## config.mk

```make
export PLATFORM = sky130hd
export DESIGN_NAME = cmcrc_engine
export DESIGN_NICKNAME = d
export VERILOG_FILES = /design/src/common/cmcrc_pkg.sv /design/src/design/cmcrc_engine.sv
export VERILOG_INCLUDE_DIRS = /design/src /design/src/common
export SDC_FILE = /design/constraint.sdc
export NUM_CORES = 1
export LEC_CHECK = 0
export BUFFER_PORTS_ARGS = -buffer_cell sky130_fd_sc_hd__buf_2
export CAP_MARGIN = 20
export CORE_ASPECT_RATIO = 1.2
export CORE_UTILIZATION = 59
export DETAILED_ROUTE_END_ITERATION = 12
export PLACE_DENSITY_LB_ADDON = 0.25
export SYNTH_ARGS = -nofsm -noshare
export SYNTH_HDL_FRONTEND = slang
export SYNTH_SLANG_ARGS = --single-unit
```

## constraint.sdc

```tcl
create_clock -name vclk -period 5.48
set_clock_uncertainty 0.15 [all_clocks]
set_input_delay 0.274 -clock vclk [all_inputs]
set_output_delay 0.274 -clock vclk [all_outputs]
set_load 0.02 [all_outputs]
```

## src/common/cmcrc_map.svh

```systemverilog
`ifndef CMCRC_MAP_SVH
`define CMCRC_MAP_SVH

// ********************************************************************
// Checker constants
// ********************************************************************

// Generator polynomial of the 32-bit CRC, normal form, shifted MSB first.
`define CMCRC_POLY        32'h04C1_1DB7
// Start value of every frame check and every user pass.
`define CMCRC_CRC_INIT    32'hFFFF_FFFF
// Signature of a clean pass.
`define CMCRC_SIG_CLEAN   32'h0000_0000
// Reset value of the reference store and of the compared reference.
`define CMCRC_REF_RESET   32'h0000_0000
// Largest divider exponent: the rate is the source over two to the n.
`define CMCRC_DIV_MAX     4'h8
// Divider exponent used after reset.
`define CMCRC_DIV_RESET   4'h0
// Nominal oscillator rate in kHz, and the slowest rate it is divided to.
`define CMCRC_OSC_KHZ     80000
`define CMCRC_MIN_KHZ     312.5

`endif

```

## src/common/cmcrc_pkg.sv

```systemverilog
// ********************************************************************
// Shared types of the configuration memory checker
// ********************************************************************

package cmcrc_pkg;

    // Sequencing states, one-hot.
    typedef enum logic [3:0] {
        CMCRC_ST_LOAD = 4'b0001,
        CMCRC_ST_FAIL = 4'b0010,
        CMCRC_ST_IDLE = 4'b0100,
        CMCRC_ST_USER = 4'b1000
    } cmcrc_state_t;

    // Meaning of a word arriving on the load stream.
    typedef enum logic [1:0] {
        CMCRC_KIND_DATA  = 2'b00,
        CMCRC_KIND_FRAME = 2'b01,
        CMCRC_KIND_REF   = 2'b10
    } cmcrc_kind_t;

endpackage : cmcrc_pkg

```

## src/design/cmcrc_engine.sv

```systemverilog
`timescale 1ns/100ps

// ********************************************************************
// One 32-bit word folded into a running CRC
// ********************************************************************

`include "cmcrc_map.svh"

module cmcrc_engine
(
    input  wire logic [31:0] crc_in,
    input  wire logic [31:0] data_in,
    output logic      [31:0] crc_out
);
    import cmcrc_pkg::*;

    localparam logic [31:0] POLY = `CMCRC_POLY;

    logic [31:0] stage [0:32];

    assign stage[0] = crc_in;

    // One shift per data bit, most significant bit first; the whole word
    // settles in one cycle, which costs depth but keeps the scan simple.
    genvar i;
    generate
        for (i = 0; i < 32; i++)
        begin : g_bit
            assign stage[i+1] = (stage[i][31] ^ data_in[31-i]) ?
                                ({stage[i][30:0], 1'b0} ^ POLY) :
                                {stage[i][30:0], 1'b0};
        end
    endgenerate

    assign crc_out = stage[32];

endmodule : cmcrc_engine

```

# Yosys cells after proc, flatten, opt, wreduce, memory -nomap -nowiden

Cells that the tools add are included.

Bits of input ports: 64
Output and inout bits: 32
Flip-flop bits (word level): 0

Bitwise logic cells: 64
Multiplexer cells: 32

Operator list:

| cell        | number |
|---|---|
| $mux 27     | 32 |
| $not 14->14 | 32 |
| $xor 1x1->1 | 32 |

# Longest topological paths before layout

Depth after elaboration: 64
Depth in mapped cells: 9
Mapped depth without buffers: 9

# Worst setup path before layout

Ideal clock, no wire load.

Path type: input -> output
Start: input port data_in[28]
End: output port crc_out[11]
Buffers on the path: 0
Arrival time: 3.773 ns
Required time: 5.056 ns
Setup slack: 1.283 ns
Stages: 9
Path through: xnor2_4 > xnor3_2 > xnor2_4 > xnor3_2 > xor3_2 > xnor2_4 > xor3_4 > xor2_4 > xnor2_1

Longest elaborated chain between the ends: 36

Ends and longest elaborated chain:

| what                                                 | RTL line           | source |
|---|---|---|
| start: declaration                                   | cmcrc_engine.sv:12 | `input wire logic [31:0] data_in,` |
| $xor 1x1->1 *                                        | cmcrc_engine.sv:29 | `assign stage[i+1] = (stage[i][31] ^ data_in[31-i]) ?` |
| $mux 27 *                                            | cmcrc_engine.sv:29 |  |
| $not 14->14 (no line) or $mux 27 (tied branches)     | -                  |  |
| $mux 27 or $not 14->14 (tied branches) (3 in a row)  | -                  |  |
| $mux 27                                              | cmcrc_engine.sv:29 |  |
| $not 14->14 (no line) or $mux 27 (tied branches)     | -                  |  |
| $mux 27 or $not 14->14 (tied branches) (3 in a row)  | -                  |  |
| $mux 27                                              | cmcrc_engine.sv:29 |  |
| (+16 left out)                                       | -                  |  |
| $mux 27 or $not 14->14 (tied branches)               | -                  |  |
| $not 14->14 (no line), or another cell as far along  | -                  |  |
| $mux 27 or $not 14->14 (tied branches)               | -                  |  |
| $mux 27                                              | cmcrc_engine.sv:29 |  |
| $not 14->14 (no line) or $xor 1x1->1 (tied branches) | -                  |  |
| $mux 27                                              | cmcrc_engine.sv:29 |  |
| $not 14->14 (no line) or $xor 1x1->1 (tied branches) | -                  |  |
| $mux 27 *                                            | cmcrc_engine.sv:29 |  |
| end: declaration                                     | cmcrc_engine.sv:13 | `output logic [31:0] crc_out` |

Every way passes the cells marked *; elsewhere a longest branch is shown, timed or not.

# Worst setup path in the final report

Start: input port crc_in[24]
End: output port crc_out[12]

Longest elaborated chain between the ends: 34

Ends and longest elaborated chain:

| what                  | RTL line           | source |
|---|---|---|
| start: declaration    | cmcrc_engine.sv:11 | `input wire logic [31:0] crc_in,` |
| $mux 27 *             | cmcrc_engine.sv:29 |  |
| $not 14->14 (no line) | -                  |  |
| $mux 27 *             | cmcrc_engine.sv:29 |  |
| $xor 1x1->1 *         | cmcrc_engine.sv:29 |  |
| $mux 27 *             | cmcrc_engine.sv:29 |  |
| $mux 27 (5 in a row)  | cmcrc_engine.sv:29 |  |
| $not 14->14 (no line) | -                  |  |
| $mux 27               | cmcrc_engine.sv:29 |  |
| (+13 left out)        | -                  |  |
| $not 14->14 (no line) | -                  |  |
| $mux 27 (2 in a row)  | cmcrc_engine.sv:29 |  |
| $not 14->14 (no line) | -                  |  |
| $mux 27               | cmcrc_engine.sv:29 |  |
| $not 14->14 (no line) | -                  |  |
| $mux 27               | cmcrc_engine.sv:29 |  |
| $not 14->14 (no line) | -                  |  |
| $mux 27 *             | cmcrc_engine.sv:29 |  |

Marked as above.

==> results.yml <==
detailed_routing:
  wl_per_cell_um: 14.9
  routed_wl_um: 6320
  antenna_left: 0
  drc_errors: 0
  vias: 2023
  drt-pass1-iter-count: 4
  drt-initial-drc-count: 29
  via_per_inst: 4.76
grt:
  antenna_found_initial: 0
  grt_max_degree: 8
  grt_pass1_vias: 2053
  gr-total-overflow: 0
  grtUsageTotal_pct: 24.3
  grt_pass1_wl_um: 9700
yosys:
  syn_area_per_cell_um2: 11.5
  yosysTopAreaCellShare_pct: 47.6
  ys_seq_area_share_pct: 0
  netlist_area_um2: 3060
  syn_nets: 329
  ys_top_cells_by_area: "xnor2_1 (48%), xnor3_1 (16%), xor2_1 (11%)"
  synthCells: 265
  synth_top_area_cell: "xnor2_1"
  synth_warnings: 0
  synth_cell_types: 11
floorplanning:
  pin_count: 96
  chipWidth_um: 67.7
  start_util_pct: 61.4
  dieArea_um2: 5470
  die_y_um: 80.8
  coreArea_um2: 4970
  rows: 28
worst_hold_path:
  hold_path_startpoint: "data_in[5]"
  min_path_type: "primary input to primary output"
  min_to: "crc_out[5]"
  worstHoldPathCells: 6
cells_and_area:
  fin_util_pct: 73.2
  final_nets: 431
  seq_cells: 0
  fillCellCount: 380
  area_delta_synth_final_pct: 19.2
  clkbuf_count: 0
  layout-drive-gt1-share_pct: 37.8
  seq_area_um2: 0
  diodes: 0
flow_run:
  max_cap_violations: 0
critical_path:
  crit_type: "primary input to primary output"
  cp-end-kind: "primary output"
  critPathRequiredTime_ps: 5060
  arrival_ps: 4100
  crit_fanout: 7
  start_kind: "primary input"
timing:
  fin_crit_sh_pct: 82.5
  tightest_slew_ps: 727
  max_freq_ghz: 0.221
  hold_viol: 0
  fin_crit_ps: 4520
  slew_viol_final: 0
  setup_viol: 0
  setup_tns_ps: 0
  relSlewSlack_pct: 51.2
  rsz0062_at_grt: "false"
cts:
  cts_resized: 0
  holdBufCountCts: 0
  post_cts_buffers: 0
outcome:
  status: "complete, no violations"
placed_design:
  dp_hpwl_um: 5920
  portBuffers: 96
  routabilityCongestion: 0.908
## how the worst max path moves through the flow
stage          slack (ps)  cells past startpoint         from           to
2_1_floorplan        1280                      9  data_in[28]  crc_out[11]
3_3_place_gp         1000                     11   crc_in[24]  crc_out[12]
3_5_place_dp          890                     11   crc_in[24]  crc_out[12]
4_1_cts               900                     11   crc_in[24]  crc_out[12]
5_1_grt               700                     11   crc_in[24]  crc_out[12]
6_report              960                     11   crc_in[24]  crc_out[12]
## kinds of logic after synthesis
logic type                synth area share (%)
xor gates and xnor gates                   100
## placed cells by master (no fill, tap or decap)
| master | n |
|---|---|
| xnor2_1 | 166 |
| buf_2 | 96 |
| xor2_1 | 37 |
| xnor3_1 | 22 |
| xnor2_2 | 16 |
| xor2_2 | 10 |
| xnor2_4 | 5 |
| xnor3_2 | 4 |
| buf_4 | 4 |
| xor3_1 | 2 |
| xor3_2 | 1 |
| xor3_4 | 1 |
| xor2_4 | 1 |
## Yosys cell counts
master	n
xnor3_2	4
xnor2_2	16
xnor2_1	166
xor3_2	1
xor2_1	37
xnor2_4	5
xor3_1	2
xor2_2	10
xor2_4	1
xor3_4	1
xnor3_1	22
## cell type report
type / count / area (um^2) / share of cell area, %
timing repair buffer: 100 / 510 / 14.0
tap: 60 / 75.1 / 2.06
multi-input combinational: 265 / 3060 / 83.9
## layer usage
metal  up-vias  global-route usage, %  part of all wire [%]
li1       1019                      -                     -
met1       915                   23.6                    35
met2        75                   51.6                    58
met3        14                  0.702                   3.4
met4         0                   8.09                   3.8
met5         -                      0                     0
## critical path: stages
cell	delay [ps]
buf_2	110
xnor2_2	390
xnor3_1	560
xnor3_1	490
xnor2_1	520
xnor2_4	240
xor2_1	410
xor2_1	480
xnor3_1	300
xor2_1	130
buf_2	180
## stage by stage
stage                     cell area (um^2)  worst slack [ps]  hold WS (ps)  std cells
after floorplan                       3060              1280          1110        265
after global placement                3640               998          1370        425
after detailed placement              3640               889          1380        425
after CTS                             3640               896          1380        425
after global routing                  3640               701          1440        425
final                                 3640               959          1380        425
Power is not shown: default switching activity piles up to over one toggle a cycle in this logic, so the estimate is an artifact.
